[config.mk]
export PLATFORM = sky130hd
export DESIGN_NAME = wtc_counter16_control
export DESIGN_NICKNAME = d
export VERILOG_FILES = /design/src/wtc_counter16_control.v
export VERILOG_INCLUDE_DIRS = /design/src
export SDC_FILE = /design/constraint.sdc
export NUM_CORES = 1
export LEC_CHECK = 0
export BUFFER_PORTS_ARGS = -buffer_cell sky130_fd_sc_hd__buf_4
export CAP_MARGIN = 20
export CORE_MARGIN = 1
export CORE_UTILIZATION = 55
export DETAILED_ROUTE_END_ITERATION = 12
export PLACE_DENSITY = 0.87
export SETUP_SLACK_MARGIN = 0.1
export SKIP_LAST_GASP = 1
export SLEW_MARGIN = 0
export SYNTH_ARGS = -nofsm -noshare
export SYNTH_HDL_FRONTEND = slang
export SYNTH_SLANG_ARGS = --single-unit
[constraint.sdc]
create_clock -name clk_i -period 2.95 [get_ports clk_i]
set_input_delay 0.1475 -clock clk_i [delete_from_list [all_inputs] [get_ports clk_i]]
set_output_delay 0.1475 -clock clk_i [all_outputs]
set_load 0.02 [all_outputs]
[src/wtc_consts.vh]
`ifndef WTC_CONSTS_VH
`define WTC_CONSTS_VH
// register word offsets (byte address = 4 * index)
`define WTC_IDX_CTL      4'h2
`define WTC_IDX_SYNC     4'h3
`define WTC_IDX_SHARED   4'h4
`define WTC_IDX_NARROW   4'h5
`define WTC_IDX_RELOAD   4'h6
`define WTC_IDX_CAPTURE  4'h7
`define WTC_IDX_IRQ_STAT 4'h8
`define WTC_IDX_IRQ_MASK 4'h9
// wide_timer_ctl fields
`define WTC_B_RUN        7
`define WTC_B_SINGLE     6
`define WTC_B_TIMEOUT    5
`define WTC_B_CLK_HI     4
`define WTC_B_CLK_LO     3
`define WTC_B_CAP_IE     2
`define WTC_B_TO_IE      1
`define WTC_B_ROUTE      0
// timer_sync_ctl fields
`define WTC_B_SYNC_WIDE  7
`define WTC_B_SYNC_NARR  6
`define WTC_B_SYNC_EN    5
// shared_timer_ctl fields
`define WTC_B_DEMOD      6
`define WTC_B_EDGE_HI    1
`define WTC_B_EDGE_LO    0
// edge select codes
`define WTC_EDGE_FALL    2'h0
`define WTC_EDGE_RISE    2'h1
`define WTC_EDGE_BOTH    2'h2
// irq status bits
`define WTC_IRQ_TO       0
`define WTC_IRQ_CAP      1
// reset values and other constants
`define WTC_CTL_RST      8'h00
`define WTC_SYNC_RST     8'h00
`define WTC_RELOAD_RST   16'hFFFF
`define WTC_ZERO16       16'h0000
`define WTC_ONE16        16'h0001
`define WTC_ZERO3        3'h0
`define WTC_ONE3         3'h1
`define WTC_MASK_CTL     8'hDF
`define WTC_ZERO2        2'h0
// narrow_timer_ctl bit that hands pin 6 to the timer logic
`define WTC_B_NARROW_ROUTE 0
`endif

[src/wtc_counter16_control.v]
// The implementer's own choice: register access over Wishbone.
`timescale 1ns/1ps
`default_nettype none
`include "wtc_consts.vh"

// Contract
// - bit 7 of wide_timer_ctl reads the run state and a write starts or stops it.
// - transmit mode with bit 6 clear reloads at terminal count and keeps running.
// - transmit mode with bit 6 set halts at terminal count.
// - demodulation with bit 6 clear captures and reloads on every detected edge.
// - demodulation with bit 6 set captures on the first edge and ignores later ones.
// - bit 5 is set at terminal count and cleared by writing one to it.
// - bits 4:3 pick the count clock as system clock divided by 1, 2, 4 or 8.
// - bit 2 enables the interrupt on each capture.
// - bit 1 enables the interrupt on timeout.
// - bit 0 routes port3_pin5 between port data and the counter output.
// - power-on reset clears all fields; clock select and capture enable survive stop recovery.
// - port 3 output routing uses wide bit 0 for pin 5 and narrow bit 0 for pin 6; shared bits 5:4 take no part.
// - in demodulation a shared two-bit field picks falling, rising or both edges.
module wtc_counter16_control (
  // clock and resets
  input  wire        clk_i,
  input  wire        rst_i,
  input  wire        stop_recover_i,
  // wishbone slave
  input  wire        wb_cyc_i,
  input  wire        wb_stb_i,
  input  wire        wb_we_i,
  input  wire [5:0]  wb_adr_i,
  input  wire [3:0]  wb_sel_i,
  input  wire [31:0] wb_dat_i,
  output wire [31:0] wb_dat_o,
  output wire        wb_ack_o,
  // port 3 and demodulator input
  input  wire        demod_in_i,
  input  wire        port_data_i,
  input  wire        narrow_out_i,
  output reg         port3_pin5_o,
  output reg         port3_pin6_o,
  output reg         narrow_run_o,
  // interrupt
  output wire        irq_o
);

  // registers
  reg        run;
  reg        single;
  reg        timeout;
  reg  [1:0] clk_sel;
  reg        cap_ie;
  reg        to_ie;
  reg        route;
  reg        narrow_run;
  reg        sync_en;
  reg  [7:0] shared_ctl;
  reg  [7:0] narrow_ctl;
  reg [15:0] reload;
  reg [15:0] count;
  reg [15:0] capture;
  reg  [1:0] irq_stat;
  reg  [1:0] irq_mask;
  reg        wide_out;
  reg        demod_q;
  reg        edge_seen;
  reg        ack;
  reg  [2:0] presc;
  reg [31:0] rdata;

  wire       wr     = wb_cyc_i & wb_stb_i & wb_we_i & ~ack & wb_sel_i[0];
  wire [3:0] idx    = wb_adr_i[5:2];
  wire [7:0] wdat   = wb_dat_i[7:0];
  wire       demod  = shared_ctl[`WTC_B_DEMOD];
  wire [1:0] edge_s = shared_ctl[`WTC_B_EDGE_HI:`WTC_B_EDGE_LO];

  // address match for one register index
  function wtc_sel;
    input [3:0] a;
    input [3:0] b;
    begin
      wtc_sel = (a == b);
    end
  endfunction

  // per-register write strobes, decoded once so every writer agrees
  wire wr_ctl    = wr & wtc_sel(idx, `WTC_IDX_CTL);
  wire wr_sync   = wr & wtc_sel(idx, `WTC_IDX_SYNC);
  wire wr_shared = wr & wtc_sel(idx, `WTC_IDX_SHARED);
  wire wr_narrow = wr & wtc_sel(idx, `WTC_IDX_NARROW);
  wire wr_reload = wr & wtc_sel(idx, `WTC_IDX_RELOAD);
  wire wr_stat   = wr & wtc_sel(idx, `WTC_IDX_IRQ_STAT);
  wire wr_mask   = wr & wtc_sel(idx, `WTC_IDX_IRQ_MASK);

  // prescaler terminal value for a clock select code
  function [2:0] wtc_div_last;
    input [1:0] sel;
    begin
      wtc_div_last = (3'h1 << sel) - 3'h1;
    end
  endfunction

  // one-cycle tick per prescaled period; hold while stopped so the
  // first tick after start is a full period
  wire tick = run & (presc == wtc_div_last(clk_sel));

  always @(posedge clk_i) begin
    if (rst_i | ~run) begin
      presc <= `WTC_ZERO3;
    end else if (tick) begin
      presc <= `WTC_ZERO3;
    end else begin
      presc <= presc + `WTC_ONE3;
    end
  end

  // edge detection on the demodulator input; demod_q resets low to
  // match the idle level of the line, so reset gives no false edge
  wire rise = demod_in_i & ~demod_q;
  wire fall = ~demod_in_i & demod_q;
  wire edge_hit = (edge_s == `WTC_EDGE_FALL) ? fall :
                  (edge_s == `WTC_EDGE_RISE) ? rise :
                  (edge_s == `WTC_EDGE_BOTH) ? (rise | fall) :
                  1'b0;
  wire cap_ev = run & demod & edge_hit & ~(single & edge_seen);
  wire tc     = tick & (count == `WTC_ZERO16);
  wire to_ev  = tc;

  // register writes and hardware updates
  always @(posedge clk_i) begin
    if (rst_i) begin
      run        <= 1'b0;
      single     <= 1'b0;
      timeout    <= 1'b0;
      clk_sel    <= `WTC_ZERO2;
      cap_ie     <= 1'b0;
      to_ie      <= 1'b0;
      route      <= 1'b0;
      narrow_run <= 1'b0;
      sync_en    <= 1'b0;
      shared_ctl <= `WTC_CTL_RST;
      narrow_ctl <= `WTC_CTL_RST;
      reload     <= `WTC_RELOAD_RST;
      irq_mask   <= `WTC_ZERO2;
    end else if (stop_recover_i) begin
      // clock select and capture enable survive recovery
      // recovery may land mid count: the run bit drops and the
      // counter freezes where it stood until software restarts it
      run        <= 1'b0;
      single     <= 1'b0;
      timeout    <= 1'b0;
      to_ie      <= 1'b0;
      route      <= 1'b0;
      narrow_run <= 1'b0;
      sync_en    <= 1'b0;
    end else begin
      if (wr_ctl) begin
        run     <= wdat[`WTC_B_RUN];
        single  <= wdat[`WTC_B_SINGLE];
        clk_sel <= wdat[`WTC_B_CLK_HI:`WTC_B_CLK_LO];
        cap_ie  <= wdat[`WTC_B_CAP_IE];
        to_ie   <= wdat[`WTC_B_TO_IE];
        route   <= wdat[`WTC_B_ROUTE];
      end else if (wr_sync) begin
        // sync mode sets both run bits in the same cycle; narrow_run_o follows a cycle later
        run        <= wdat[`WTC_B_SYNC_WIDE];
        narrow_run <= wdat[`WTC_B_SYNC_NARR];
        sync_en    <= wdat[`WTC_B_SYNC_EN];
      end else if (tc & ~demod & single) begin
        run <= 1'b0;
      end
      // set wins over a same-cycle write-one clear
      if (to_ev) begin
        timeout <= 1'b1;
      end else if (wr_ctl && wdat[`WTC_B_TIMEOUT]) begin
        timeout <= 1'b0;
      end
      // shared and narrow controls only steer pin 6, the edge choice and the demodulation mode here
      if (wr_shared) begin
        shared_ctl <= wdat;
      end
      if (wr_narrow) begin
        narrow_ctl <= wdat;
      end
      // reload takes the whole low half-word in one write
      if (wr_reload) begin
        reload <= wb_dat_i[15:0];
      end
      if (wr_mask) begin
        irq_mask <= wdat[1:0];
      end
    end
  end

  // counter core: counts down from the reload value
  // limitation: a start through the sync register does not reload;
  // software uses the control register to begin from the initial value
  // a start write outranks a same-cycle capture so a run begins clean
  always @(posedge clk_i) begin
    if (rst_i) begin
      count     <= `WTC_RELOAD_RST;
      capture   <= `WTC_ZERO16;
      wide_out  <= 1'b0;
      demod_q   <= 1'b0;
      edge_seen <= 1'b0;
    end else begin
      demod_q <= demod_in_i;
      if (wr_ctl && wdat[`WTC_B_RUN] && !run) begin
        count     <= reload; // fresh start loads the initial value
        edge_seen <= 1'b0;
      end else if (cap_ev) begin
        capture   <= count;
        count     <= reload;
        edge_seen <= 1'b1;
      end else if (tc) begin
        wide_out <= ~wide_out;
        if (!single || demod) begin
          count <= reload;
        end
      end else if (tick) begin
        count <= count - `WTC_ONE16;
      end
    end
  end

  // interrupt status: sticky, write one to clear, set wins
  wire [1:0] irq_set = {cap_ev & cap_ie, to_ev & to_ie};
  wire [1:0] irq_clr = wr_stat ? wdat[1:0] : `WTC_ZERO2;

  always @(posedge clk_i) begin
    if (rst_i) begin
      irq_stat <= 2'h0;
    end else begin
      irq_stat <= irq_set | (irq_stat & ~irq_clr);
    end
  end

  // combinational on purpose: the line drops in the cycle in which
  // the clearing write lands, not one cycle later
  assign irq_o = |(irq_stat & irq_mask);

  // port 3 routing; pin 6 is the shared output when enabled
  // registered so the pins never glitch while a route bit changes
  always @(posedge clk_i) begin
    if (rst_i) begin
      port3_pin5_o <= 1'b0;
      port3_pin6_o <= 1'b0;
      narrow_run_o <= 1'b0;
    end else begin
      port3_pin5_o <= route ? wide_out : port_data_i;
      port3_pin6_o <= narrow_ctl[`WTC_B_NARROW_ROUTE] ? (wide_out ^ narrow_out_i)
                                    : port_data_i;
      narrow_run_o <= narrow_run;
    end
  end

  // read mux; unused bits read zero so software can mask freely
  always @* begin
    rdata = 32'h0000_0000;
    case (idx)
      `WTC_IDX_CTL:      rdata[7:0] = {run, single, timeout, clk_sel,
                                       cap_ie, to_ie, route};
      `WTC_IDX_SYNC:     rdata[7:0] = {run, narrow_run, sync_en, 5'h00};
      `WTC_IDX_SHARED:   rdata[7:0] = shared_ctl;
      `WTC_IDX_NARROW:   rdata[7:0] = narrow_ctl;
      `WTC_IDX_RELOAD:   rdata[15:0] = reload;
      `WTC_IDX_CAPTURE:  rdata[15:0] = capture;
      `WTC_IDX_IRQ_STAT: rdata[1:0] = irq_stat;
      `WTC_IDX_IRQ_MASK: rdata[1:0] = irq_mask;
      default:           rdata = 32'h0000_0000;
    endcase
  end

  // bus timing: a request is taken at the edge that sees cyc and stb
  // with ack low, writes land there, and ack plus the registered read
  // data stand for exactly the next cycle; the ~ack term keeps a held
  // request from being taken twice
  reg [31:0] dat_q;
  // ack one cycle after request, dropped the following cycle
  always @(posedge clk_i) begin
    if (rst_i) begin
      ack   <= 1'b0;
      dat_q <= 32'h0000_0000;
    end else begin
      ack   <= wb_cyc_i & wb_stb_i & ~ack;
      dat_q <= rdata;
    end
  end

  assign wb_ack_o = ack;
  assign wb_dat_o = dat_q;

endmodule // wtc_counter16_control
`default_nettype wire

==> PnR_summary.wiki, run 1 <==
{| class="wikitable"
! Metric !! Value
|-
| Category of cells accounting for the largest share of critical-path delay || simple AND/OR/NAND/NOR gates
|-
| Longest Clk Path Bufs || 2
|-
| Top routing layer used || met4
|-
| Placement-stage cell area || ~5200 sq um
|-
| Max cap viols || 0
|-
| Half-perimeter wire length of the detailed placement result || 8385 um
|-
| Leakage power || 1.981 nW
|-
| Port buffer count || 50
|-
| Clock edge transition at the registers on the reported setup and hold paths || ~0.09 ns
|-
| Synth area leaders || dfxtp_1, mux2i_1, nor2_1
|-
| Max Fclk || 389.5 MHz
|-
| CP Data Arrival Time || roughly 2.8 ns
|-
| Level count of the clock H-tree || 3
|-
| Mean instance size in the synthesized netlist || 8.809 sq um
|-
| Peak VDD IR || 0.0002124 V
|-
| Post-CTS setup repair buffer count || 0
|-
| Clock share of power || 33.6%
|-
| Total via count in the routed design || about 4400
|-
| Final period util || 87.02%
|-
| Initial standard-cell utilization of the core || 57.56%
|-
| PostCTS Resize Cnt || 0
|-
| Critical path's largest stage delay || between 0.4 and 0.5 ns
|-
| Floorplan die width || between 90 and 100 um
|-
| Count of unique library cells instantiated by Yosys || between 50 and 60
|-
| CTS tree || yes
|-
| Wire length on met1 || 4906 um
|-
| Flop pwr share || 59.6%
|-
| Total gr overflow || 0
|-
| Cell chain of the critical path || inv_1 > ha_1 > nor3b_2 > and3_1 > o2111ai_2 > and2_1 > a221o_1
|-
| Number of placed I/O pins || just under 90
|-
| Routed WL per cell || between 15 and 20 um
|-
| Post-layout instance area || approximately 5500 sq um
|-
| Remaining antenna violation count after routing || 0
|-
| Max-slew violations || 0
|-
| Clock tree root driver cell || clkbuf_8
|-
| Full die area || just over 9000 sq um
|-
| Proportion of total power due to net switching || around 25%
|-
| Number of antenna violations at the first check in global routing || 0
|-
| Cell with the biggest individual delay on the critical path || and2_1
|-
| Summed negative setup slack over all endpoints || 0 ns
|-
| Crit end category || register
|-
| Class of the tightest hold or removal check || input pin to register
|-
| Total length of routed wires || about 12000 um
|-
| Worst setup skew after layout || between 0.01 and 0.015 ns
|-
| Number of buffers created by CTS || 9
|-
| Endpoint required time on the critical path || 3.22 ns
|-
| Ratio of cells with drive above 1 in the final layout || between 15 and 20%
|-
| Final net count || 650
|-
| DR vias/cell || about 6.2
|-
| Worst reg2reg setup slack || about 0.38 ns
|-
| Layout overhead on the synthesized area || 13.84%
|-
| Most common cell in the synthesized netlist || dfxtp_1
|-
| Met3 WL || about 1200 um
|-
| Run status || finished, final reports clean
|-
| Vias in the first global route || between 4000 and 5000
|-
| Clock sink count || 104
|-
| Core Rows || 33
|-
| Dominant synthesized flop cell || dfxtp_1
|-
| Share of flip-flops with an asynchronous set or reset after synthesis || 0%
|-
| Antenna diode count || 0
|-
| Global-route wire length before repair || 19880 um
|-
| Final weighted congestion in routability-driven placement || 0.9076
|-
| Proportion of netlist area held by the largest area contributor || approximately 43%
|-
| DRT iter0 DRCs || between 400 and 500
|-
| Final number of hold-violating endpoints || 0
|-
| Final setup violation count || 0
|-
| Combined global-route utilization of all metal layers || between 20% and 30%
|-
| Final critical-path setup slack || 0.3829 ns
|-
| RSZ-0062 raised after global routing || no
|-
| Area of the core || ~8300 sq um
|-
| DRC violation count after routing || 0
|-
| Worst relative slew slack || a little over half
|-
| Synth area leader || dfxtp_1
|-
| First-pass iteration count of the detailed router || 5
|-
| Tightest Pin Transition || between 0.6 and 0.7 ns
|-
| Detail Route met2 WL || 5927 um
|-
| Worst-case setup slack after placement || between 0.4 and 0.5 ns
|-
| Ys Warns || 0
|-
| Maximum fanout along the worst path || 13
|-
| Cells after synthesis || roughly 550
|-
| Tmin final || about 2.6 ns
|-
| Fillers || 659
|-
| Post-synthesis sequential area ratio || 43.37%
|-
| Power Density || roughly 430 nW/um^2
|-
| Most common library cells after synthesis || dfxtp_1, nor2_1, nand2_1
|-
| Pin count of the biggest net entering global routing || 66
|-
| Total of flip-flops plus latches after synthesis || around 100
|-
| Nature of the critical path startpoint || register
|-
| Clock network latency to the later pin of the worst-skew pair || between 0.3 and 0.4 ns
|-
| Combined area of all synthesized cells || between 4000 and 5000 sq um
|-
| EDFF count, synth || 0
|-
| Critical path buffers and inverters || 1
|-
| Power dissipated by switching net loads || between 0.5 and 0.6 mW
|-
| Proportion of power drawn by combinational gates || under 10%
|-
| Category of the most critical setup path || register to register
|-
| Die boundary height || 95.43 um
|-
| Cell-internal power || between 1.5 and 2 mW
|}
[logic make-up after synthesis]
logic type,synth area share (%)
multiplexers,6.255
XOR/XNOR,0.9121
other,0.07811
AND/OR/NAND/NOR,21.79
flip-flops,43.37
AO/OA/AOI/OAI,20.20
adder cells (fa/ha/maj),1.043
buffers and inverters,6.359
[flip-flops by register name, indices dropped and copies added, names as in the netlist, 2 cells and up]
signal	cells
presc	3
irq_mask	2
count	16
wb_dat_o	16
reload	16
shared_ctl	8
capture	16
clk_sel	2
irq_stat	2
narrow_ctl	8
[placed cells by master (no fill, tap or decap), types with 3 or more instances in the layout]
| cell | count |
|---|---|
| a211o_1 | 16 |
| a21oi_1 | 30 |
| a222oi_1 | 4 |
| a22oi_1 | 27 |
| a32oi_1 | 7 |
| and2_1 | 5 |
| and3_1 | 3 |
| buf_4 | 65 |
| clkbuf_8 | 10 |
| conb_1 | 16 |
| dfxtp_1 | 104 |
| dlygate4sd3_1 | 8 |
| ha_1 | 4 |
| inv_1 | 9 |
| mux2i_1 | 30 |
| nand2_1 | 45 |
| nand2b_1 | 3 |
| nand3_1 | 23 |
| nand4_1 | 4 |
| nor2_1 | 68 |
| nor2b_1 | 19 |
| nor3_1 | 10 |
| nor3_4 | 3 |
| nor3b_1 | 5 |
| nor3b_2 | 3 |
| nor4_1 | 3 |
| o211ai_1 | 3 |
| o21a_1 | 3 |
| o21ai_0 | 23 |
| xnor2_1 | 5 |
[per-layer routing]
metal / GRT usage, % / vias up
li1: - / 2021
met1: 36.21 / 2071
met2: 46.79 / 264
met3: 7.018 / 33
met4: 12.19 / 0
met5: 0 / -
[worst reg2reg max path, cell delays in order, from the launching register on]
cell       delay (ns)
dfxtp_1          0.36
inv_1            0.10
ha_1             0.19
nor3b_2          0.34
and3_1           0.39
o2111ai_2        0.23
and2_1           0.45
a221o_1          0.41
[metrics by stage]
stage	power, mW	hold slack, ns	instances	util [%]
finish	2.370	0.007514	703	65.53
global route	2.449	0.01001	703	65.53
CTS	2.366	0.008126	703	65.53
detailed placement	1.595	0.3548	681	62.63
global placement	1.591	0.3518	681	62.63
floorplan	1.544	0.2653	560	-
[final cells by class]
type / instances / area (sq um) / share of cell area [%]
clock buffers: 11 / 141.4 / 2.587
clock inverters: 3 / 20.02 / 0.3663
inverters: 9 / 33.78 / 0.6181
multi-input cells: 398 / 2489 / 45.54
flip-flops and latches: 104 / 2082 / 38.10
well taps: 105 / 131.4 / 2.404
repair buffers: 73 / 568.0 / 10.39
[final timing paths]
| path | start | endpoint | cells after the start |
|---|---|---|---|
| min reg2reg | capture[11]$_SDFFE_PP0P_ | capture[11]$_SDFFE_PP0P_ | 2 |
| max | count[0]$_SDFFE_PP1P_ | count[14]$_SDFFE_PP1P_ | 7 |
| max reg2reg | count[0]$_SDFFE_PP1P_ | count[14]$_SDFFE_PP1P_ | 7 |
| min | wb_dat_i[4] | reload[4]$_SDFFE_PP1P_ | 2 |
[power by group through the flow]
stage	logic (mW)	registers, mW	clock network (mW)
floorplan	0.0936	1.45	0
global placement	0.146	1.44	0
finish	0.162	1.41	0.796
CTS	0.159	1.41	0.795
global route	0.175	1.41	0.861
detailed placement	0.150	1.45	0
[what timing repair did]
| item | CTS | global route |
|---|---|---|
| endpoints found under the setup margin | 0 | 0 |
| hold buffers | 8 | 0 |
| hold endpoints to repair | 8 | 0 |
(Power assumes the default switching activity.)
==> run 2, diff against run 1 <==
--- a/config.mk
+++ b/config.mk
@@ -6,12 +6,14 @@
 export SDC_FILE = /design/constraint.sdc
 export NUM_CORES = 1
 export LEC_CHECK = 0
+export ABC_AREA = 1
 export BUFFER_PORTS_ARGS = -buffer_cell sky130_fd_sc_hd__buf_4
 export CAP_MARGIN = 20
 export CORE_MARGIN = 1
 export CORE_UTILIZATION = 55
 export DETAILED_ROUTE_END_ITERATION = 12
-export PLACE_DENSITY = 0.87
+export HOLD_SLACK_MARGIN = 0.12
+export PLACE_DENSITY = 0.86
 export SETUP_SLACK_MARGIN = 0.1
 export SKIP_LAST_GASP = 1
 export SLEW_MARGIN = 0
==> PnR_summary.wiki, run 2 <==
{| class="wikitable"
! Metric !! Value
|-
| Final setup violation count || 0 (unchanged)
|-
| Initial standard-cell utilization of the core || 56.52% (-1.0 points)
|-
| Class of the tightest hold or removal check || input pin to register
|-
| Tightest Pin Transition || 0.6507 ns (-0.03786 ns)
|-
| DRC violation count after routing || 0 (unchanged)
|-
| Ys Warns || 0 (unchanged)
|-
| Proportion of total power due to net switching || 25.87% (+1.3 points)
|-
| Final weighted congestion in routability-driven placement || 0.9256 (+2.0%)
|-
| Final number of hold-violating endpoints || 0 (unchanged)
|-
| DRT iter0 DRCs || 514 (+28%)
|-
| Endpoint required time on the critical path || 3.19 ns (-0.03 ns)
|-
| Crit end category || register
|-
| Leakage power || 2.845 nW (+44%)
|-
| Full die area || 9843 sq um (+8.1%)
|-
| EDFF count, synth || 0 (unchanged)
|-
| Max Fclk || 450.8 MHz (+16%)
|-
| Total length of routed wires || 13140 um (+6.3%)
|-
| Nature of the critical path startpoint || input pin
|-
| Area of the core || 9196 sq um (+10%)
|-
| Power dissipated by switching net loads || 0.6461 mW (+11%)
|-
| Clock network latency to the later pin of the worst-skew pair || 0.39 ns (+0.02 ns)
|-
| Count of unique library cells instantiated by Yosys || 33 (-43%)
|-
| Peak VDD IR || 0.0003050 V (+44%)
|-
| Clock share of power || 35.8% (+2.2 points)
|-
| Longest Clk Path Bufs || 2 (unchanged)
|-
| Remaining antenna violation count after routing || 0 (unchanged)
|-
| Cell-internal power || 1.851 mW (+3.6%)
|-
| CP Data Arrival Time || 2.46 ns (-0.38 ns)
|-
| Share of flip-flops with an asynchronous set or reset after synthesis || 0% (unchanged)
|-
| Final period util || 75.20% (-12 points)
|-
| Core Rows || 35 (+6.1%)
|-
| Worst relative slew slack || 56.62% (+2.5 points)
|-
| Routed WL per cell || 14.63 um (-17%)
|-
| Combined area of all synthesized cells || 5197 sq um (+8.3%)
|-
| Power Density || 417.4 nW/um^2 (-3.8%)
|-
| Tmin final || 2.218 ns (-0.3486 ns)
|-
| Layout overhead on the synthesized area || 15.12%
|-
| Post-synthesis sequential area ratio || 40.06% (-3.3 points)
|-
| Mean instance size in the synthesized netlist || 7.239 sq um (-18%)
|-
| Flop pwr share || 56.7% (-2.9 points)
|-
| Final net count || 836 (+29%)
|-
| Max-slew violations || 0 (unchanged)
|-
| Die boundary height || 99.21 um (+4.0%)
|-
| Number of buffers created by CTS || 9 (unchanged)
|-
| Worst setup skew after layout || 0.01513 ns (+0.003120 ns)
|-
| Level count of the clock H-tree || 3 (unchanged)
|-
| CTS tree || yes
|-
| Cells after synthesis || 718 (+32%)
|-
| Proportion of power drawn by combinational gates || 7.5% (+0.7 points)
|-
| Most common cell in the synthesized netlist || nand2_1
|-
| Maximum fanout along the worst path || 24 (+11)
|-
| Summed negative setup slack over all endpoints || 0 ns (unchanged)
|-
| Pin count of the biggest net entering global routing || 70 (+6.1%)
|-
| Category of the most critical setup path || input pin to register
|-
| DR vias/cell || 5.572 (-11%)
|-
| Most used cells in the layout excluding fill and tap cells || nand2_1, dfxtp_1, inv_1
|-
| Post-CTS setup repair buffer count || 0 (unchanged)
|-
| Fillers || 742 (+13%)
|-
| Number of placed I/O pins || 88 (unchanged)
|-
| Port buffer count || 50 (unchanged)
|-
| Proportion of netlist area held by the largest area contributor || 40.06% (-3.3 points)
|-
| Vias in the first global route || 4639 (+13%)
|-
| Clock sink count || 104 (unchanged)
|-
| Clock edge transition at the registers on the reported setup and hold paths || 0.11 ns (+0.02 ns)
|-
| Total of flip-flops plus latches after synthesis || 104 (unchanged)
|-
| Leading cell type in the layout, fill and taps excluded || nand2_1
|-
| Combined global-route utilization of all metal layers || 27.44% (-1.3 points)
|-
| Global-route wire length before repair || 21470 um (+8.0%)
|-
| Total via count in the routed design || 5004 (+14%)
|-
| Max cap viols || 0 (unchanged)
|-
| First-pass iteration count of the detailed router || 5 (unchanged)
|-
| Floorplan die width || 99.21 um (+4.0%)
|-
| Dominant synthesized flop cell || dfxtp_1
|-
| Most common library cells after synthesis || nand2_1, dfxtp_1, inv_1
|-
| Final Util || 65.06% (-0.47 points)
|-
| Half-perimeter wire length of the detailed placement result || 8963 um (+6.9%)
|-
| Synth area leaders || dfxtp_1, nand2_1, nand3_1
|-
| RSZ-0062 raised after global routing || no
|-
| Clock tree root driver cell || clkbuf_8
|-
| Total gr overflow || 0 (unchanged)
|-
| Synth area leader || dfxtp_1
|-
| Run status || finished, final reports clean
|-
| Ratio of cells with drive above 1 in the final layout || 17.05% (+0.83 points)
|-
| Number of antenna violations at the first check in global routing || 0 (unchanged)
|}
## run 2: worst paths after layout
path                                 from                      end  slack [ns]  depth (start not counted)
setup reg to reg       demod_q$_SDFF_PP0_   count[10]$_SDFFE_PP1P_        0.88                         12
hold reg to reg   narrow_run$_SDFFE_PP0P_  narrow_run_o$_SDFF_PP0_        0.45                          2
setup / recovery              wb_adr_i[4]   reload[3]$_SDFFE_PP1P_        0.73                          9
hold / removal                      rst_i      wb_ack_o$_SDFF_PP0_        0.15                          2
## run 2: layout make-up
| class | instances | area [sq um] | share of cell area, % |
|---|---|---|---|
| Clock inverter | 5 | 51.30 | 0.8574 |
| Multi-Input combinational cell | 484 | 2514 | 42.01 |
| Tap cell | 111 | 138.9 | 2.321 |
| Inverter | 102 | 382.9 | 6.399 |
| Sequential cell | 104 | 2082 | 34.80 |
| Timing Repair Buffer | 80 | 660.6 | 11.04 |
| Antenna cell | 1 | 2.502 | 0.04182 |
| Clock buffer | 11 | 151.4 | 2.530 |
## run 2: critical path, stage by stage
cell and delay [ns]:
dlygate4sd3_1 0.53, buf_4 0.11, inv_1 0.08, nor2_4 0.34, nand2_1 0.26, inv_2 0.34
nand2_2 0.36, nand2_1 0.17, o211ai_1 0.09
## run 2: kinds of logic after synthesis
kind of cell | count (synthesis) | share of synthesized area, %
buf+inv | 145 | 12.66
compound gates | 138 | 14.59
other cells | 1 | 0.07215
fa+ha+maj | 4 | 0.9630
simple gates | 317 | 30.14
xor+xnor | 9 | 1.517
flops | 104 | 40.06
## run 2: what timing repair did
item	CTS	global route
setup endpoints to repair	0	0
endpoints found under the hold margin	39	0
hold buffers	24	0
gates resized for setup	0	0
## run 2: power groups by stage
stage          clock, mW  combinational, mW  sequential, mW
2_1_floorplan          0              0.102            1.46
6_report           0.895              0.186            1.42
4_1_cts            0.898              0.181            1.42
3_5_place_dp           0              0.155            1.45
5_1_grt            0.949              0.200            1.42
3_3_place_gp           0              0.153            1.45
## run 2: through the flow
stage	total power [mW]	cells	worst slack, ns	area [sq um]	hold WS (ns)
3_5_place_dp	1.604	857	0.9122	5538	0.3991
2_1_floorplan	1.557	733	1.335	5254	0.2761
4_1_cts	2.496	897	0.7877	5981	0.1364
3_3_place_gp	1.601	857	0.9319	5538	0.3866
6_report	2.497	898	0.7315	5983	0.1456
5_1_grt	2.566	897	0.5008	5981	0.1476
## run 2: layer usage
layer	share of wire (%)	up-vias	GRT usage (%)
met5	0	-	0
met4	2.7	0	13.35
met3	7.1	35	5.411
met2	50	224	47.38
met1	40	2324	32.70
li1	-	2421	-
==> run 3, diff against run 2 <==
--- a/config.mk
+++ b/config.mk
@@ -6,14 +6,14 @@
 export SDC_FILE = /design/constraint.sdc
 export NUM_CORES = 1
 export LEC_CHECK = 0
-export ABC_AREA = 1
+export ABC_AREA = 0
 export BUFFER_PORTS_ARGS = -buffer_cell sky130_fd_sc_hd__buf_4
 export CAP_MARGIN = 20
 export CORE_MARGIN = 1
-export CORE_UTILIZATION = 55
+export CORE_UTILIZATION = 50
 export DETAILED_ROUTE_END_ITERATION = 12
 export HOLD_SLACK_MARGIN = 0.12
-export PLACE_DENSITY = 0.86
+export PLACE_DENSITY = 0.84
 export SETUP_SLACK_MARGIN = 0.1
 export SKIP_LAST_GASP = 1
 export SLEW_MARGIN = 0
==> constraint.sdc (replaced) <==
create_clock -name clk_i -period 1.95 [get_ports clk_i]
set_input_delay 0.0975 -clock clk_i [delete_from_list [all_inputs] [get_ports clk_i]]
set_output_delay 0.0975 -clock clk_i [all_outputs]
set_load 0.02 [all_outputs]
==> PnR_summary.wiki, run 3 (synthesized netlist as in run 1, its figures left out) <==
{| class="wikitable"
! Metric !! Value
|-
| Maximum fanout along the worst path || 7 (-71%)
|-
| Count of placed standard cells in the final layout, fillers left out || 816 (-9.1%)
|-
| Combined global-route utilization of all metal layers || 30.26% (+2.8 points)
|-
| Final setup violation count || 34 (+34)
|-
| Summed negative setup slack over all endpoints || -4.308 ns (-4.308 ns)
|-
| DR vias/cell || 6.728 (+21%)
|-
| First-pass iteration count of the detailed router || 7 (+2)
|-
| Max Fclk || 432.5 MHz
|-
| Total length of routed wires || 20200 um (+54%)
|-
| Number of buffers created by CTS || 9 (unchanged)
|-
| Layout overhead on the synthesized area || 45.71%
|-
| Port buffer count || 50 (unchanged)
|-
| Number of stages on the worst hold path || 3 (+1)
|-
| Worst reg2reg setup slack || -0.36 ns (-1.24 ns)
|-
| Detail Route met2 WL || 9012 um (+37%)
|-
| Run status || finished with violations
|-
| Max cap viols || 0 (unchanged)
|-
| Wire length on met1 || 6924 um (+32%)
|-
| CP Data Arrival Time || 2.57 ns (+0.11 ns)
|-
| Vias in the first global route || 4758 (+2.6%)
|-
| Worst relative slew slack || 19.17% (-37 points)
|-
| Final net count || 737 (-12%)
|-
| Number of placed I/O pins || 88 (unchanged)
|-
| Clock share of power || 34.8% (-1.0 points)
|-
| Total gr overflow || 0 (unchanged)
|-
| Floorplan die width || 99.99 um (+0.79%)
|-
| Most used cells in the layout excluding fill and tap cells || buf_4, dfxtp_1, nor2_1
|-
| Category of cells accounting for the largest share of critical-path delay || compound AO/OA/AOI/OAI gates
|-
| Half-perimeter wire length of the detailed placement result || 9276 um (+3.5%)
|-
| Met3 WL || 2627 um (+180%)
|-
| Final weighted congestion in routability-driven placement || 0.8823 (-4.7%)
|-
| Global-route wire length before repair || 23580 um (+9.8%)
|-
| Clock sink count || 104 (unchanged)
|-
| Proportion of power drawn by combinational gates || 8.3% (+0.8 points)
|-
| Pin count of the biggest net entering global routing || 52 (-26%)
|-
| Clock edge transition at the registers on the reported setup and hold paths || 0.11 ns (about the same)
|-
| Leakage power || 2.717 nW (-4.5%)
|-
| Peak VDD IR || 0.0003244 V (+6.3%)
|-
| Final period util || 118.6%
|-
| Level count of the clock H-tree || 3 (unchanged)
|-
| Clock network latency to the later pin of the worst-skew pair || 0.39 ns (about the same)
|-
| Endpoint required time on the critical path || 2.21 ns (-0.98 ns)
|-
| R2r startpoint || presc[0]$_SDFF_PP0_
|-
| DRT iter0 DRCs || 851 (+66%)
|-
| Final critical-path setup slack || -0.3621 ns (-1.094 ns)
|-
| Power Density || 538.1 nW/um^2 (+29%)
|-
| Worst reg2reg path depth || 9 (-3)
|-
| Top routing layer used || met4
|-
| Die boundary height || 99.99 um (+0.79%)
|-
| Critical path's largest stage delay || 0.39 ns (-0.14 ns)
|-
| Proportion of total power due to net switching || 25.90% (+0.026 points)
|-
| Total via count in the routed design || 5490 (+9.7%)
|-
| Tightest Pin Transition || 1.203 ns (+0.5525 ns)
|-
| Core Rows || 35 (unchanged)
|-
| End point of the worst hold path || to_ie$_SDFFE_PP0P_
|-
| Critical path buffers and inverters || 3 (-1)
|-
| Tmin final || around 2.3 ns
|-
| Initial standard-cell utilization of the core || 51.71% (-4.8 points)
|-
| Leading cell type in the layout, fill and taps excluded || buf_4
|-
| Cell chain of the critical path || buf_4 > nand2_2 > a2111oi_4 > buf_4 > o2111ai_4 > buf_6 > and2_4 > mux2i_1 > a22oi_1
|-
| Longest Clk Path Bufs || 2 (unchanged)
|-
| Cell count after placement || 752 (-12%)
|-
| Flop pwr share || 56.8% (about the same)
|-
| Ratio of cells with drive above 1 in the final layout || 39.88% (+23 points)
|-
| Cell-internal power || 2.789 mW (+51%)
|-
| Remaining antenna violation count after routing || 0 (unchanged)
|-
| Hold wc startpoint || wb_adr_i[2]
|-
| Class of the tightest hold or removal check || input pin to register
|-
| RSZ-0062 raised after global routing || yes
|-
| DRC violation count after routing || 0 (unchanged)
|-
| Worst setup skew after layout || 0.01338 ns (-0.001755 ns)
|-
| Area of the core || 9284 sq um (+0.95%)
|-
| Library cell appearing most often on the critical path || buf_4
|-
| Antenna diode count || 0 (-1)
|-
| Full die area || 9998 sq um (+1.6%)
|-
| Cell with the biggest individual delay on the critical path || a22oi_1
|-
| Total design power || 3.764 mW (+51%)
|-
| Nature of the critical path startpoint || register
|-
| Final Util || 75.35% (+10 points)
|-
| Post-layout instance area || 6995 sq um (+17%)
|-
| Category of the most critical setup path || register to register
|-
| Worst-case setup slack after placement || -0.1433 ns (-1.056 ns)
|-
| Final number of hold-violating endpoints || 0 (unchanged)
|-
| CTS tree || yes
|-
| Crit end category || register
|-
| Minimum hold slack || 0.2161 ns (+0.07055 ns)
|-
| Routed WL per cell || 24.75 um (+69%)
|-
| Max-slew violations || 0 (unchanged)
|-
| Placement-stage cell area || 5700 sq um (+2.9%)
|-
| Endpoint of the worst register-to-register path || count[5]$_SDFFE_PP1P_
|-
| Failing checks || negative setup slack
|-
| Clock tree root driver cell || clkbuf_8
|-
| Number of antenna violations at the first check in global routing || 0 (unchanged)
|-
| Power dissipated by switching net loads || 0.9749 mW (+51%)
|}
[run 3: changes by cell type in the layout (fill, tap and decap cells not counted), moves of 24 or more]
| cell | before | now |
|---|---|---|
| nand3_1 | 72 | 12 |
| a22oi_1 | 0 | 24 |
| a21oi_1 | 60 | 11 |
| mux2i_1 | 0 | 30 |
| o21ai_0 | 48 | 14 |
| inv_1 | 95 | 6 |
| nand2_1 | 134 | 26 |
| buf_4 | 56 | 118 |
[run 3: how the worst max path moves through the flow]
stage / from / to / slack, ns / depth (start not counted)
6_report: presc[0]$_SDFF_PP0_ / count[5]$_SDFFE_PP1P_ / -0.36 / 9
4_1_cts: clk_sel[0]$_SDFFE_PP0P_ / wide_out$_SDFFE_PP0P_ / -0.07 / 8
3_3_place_gp: demod_q$_SDFF_PP0_ / count[6]$_SDFFE_PP1P_ / -0.06 / 8
5_1_grt: count[13]$_SDFFE_PP1P_ / count[5]$_SDFFE_PP1P_ / -0.41 / 7
2_1_floorplan: count[0]$_SDFFE_PP1P_ / count[14]$_SDFFE_PP1P_ / -0.005 / 10
3_5_place_dp: clk_sel[0]$_SDFFE_PP0P_ / count[11]$_SDFFE_PP1P_ / -0.14 / 6
[run 3: area by class of cell]
| type | instances | area, sq um |
|---|---|---|
| Clock buffer | 12 | 155.1 |
| Clock inverter | 4 | 28.78 |
| Fill cell | 498 | 2288 |
| Inverter | 9 | 36.28 |
| Multi-Input combinational cell | 400 | 3115 |
| Sequential cell | 104 | 2092 |
| Tap cell | 129 | 161.4 |
| Timing Repair Buffer | 158 | 1406 |
[run 3: repair_timing]
action                                  in CTS  in global routing
endpoints found under the setup margin      49                 57
gates cloned                                 3                  3
setup buffers                                9                 12
hold buffers                                22                  0
gates resized for setup                     33                135
endpoints found under the hold margin       49                  0
pin swaps                                   15                 68
[run 3: tightest hold or removal path, delay by kind of cell]
family / cells / cell delay [ns]
compound gates: 2 / 0.26
buf+inv: 1 / 0.18
[run 3: power by group through the flow]
stage | sequential, mW | combinational, mW | clock, mW
after detailed placement | 2.19 | 0.235 | 0
after floorplan | 2.19 | 0.144 | 0
final | 2.14 | 0.314 | 1.31
after global routing | 2.14 | 0.326 | 1.37
after CTS | 2.14 | 0.273 | 1.25
after global placement | 2.19 | 0.230 | 0
[run 3: routing by layer]
layer,track usage (%),vias to the layer above
met5,0,-
met4,13.60,0
met3,6.616,194
met2,50.82,520
met1,37.28,2573
li1,-,2203
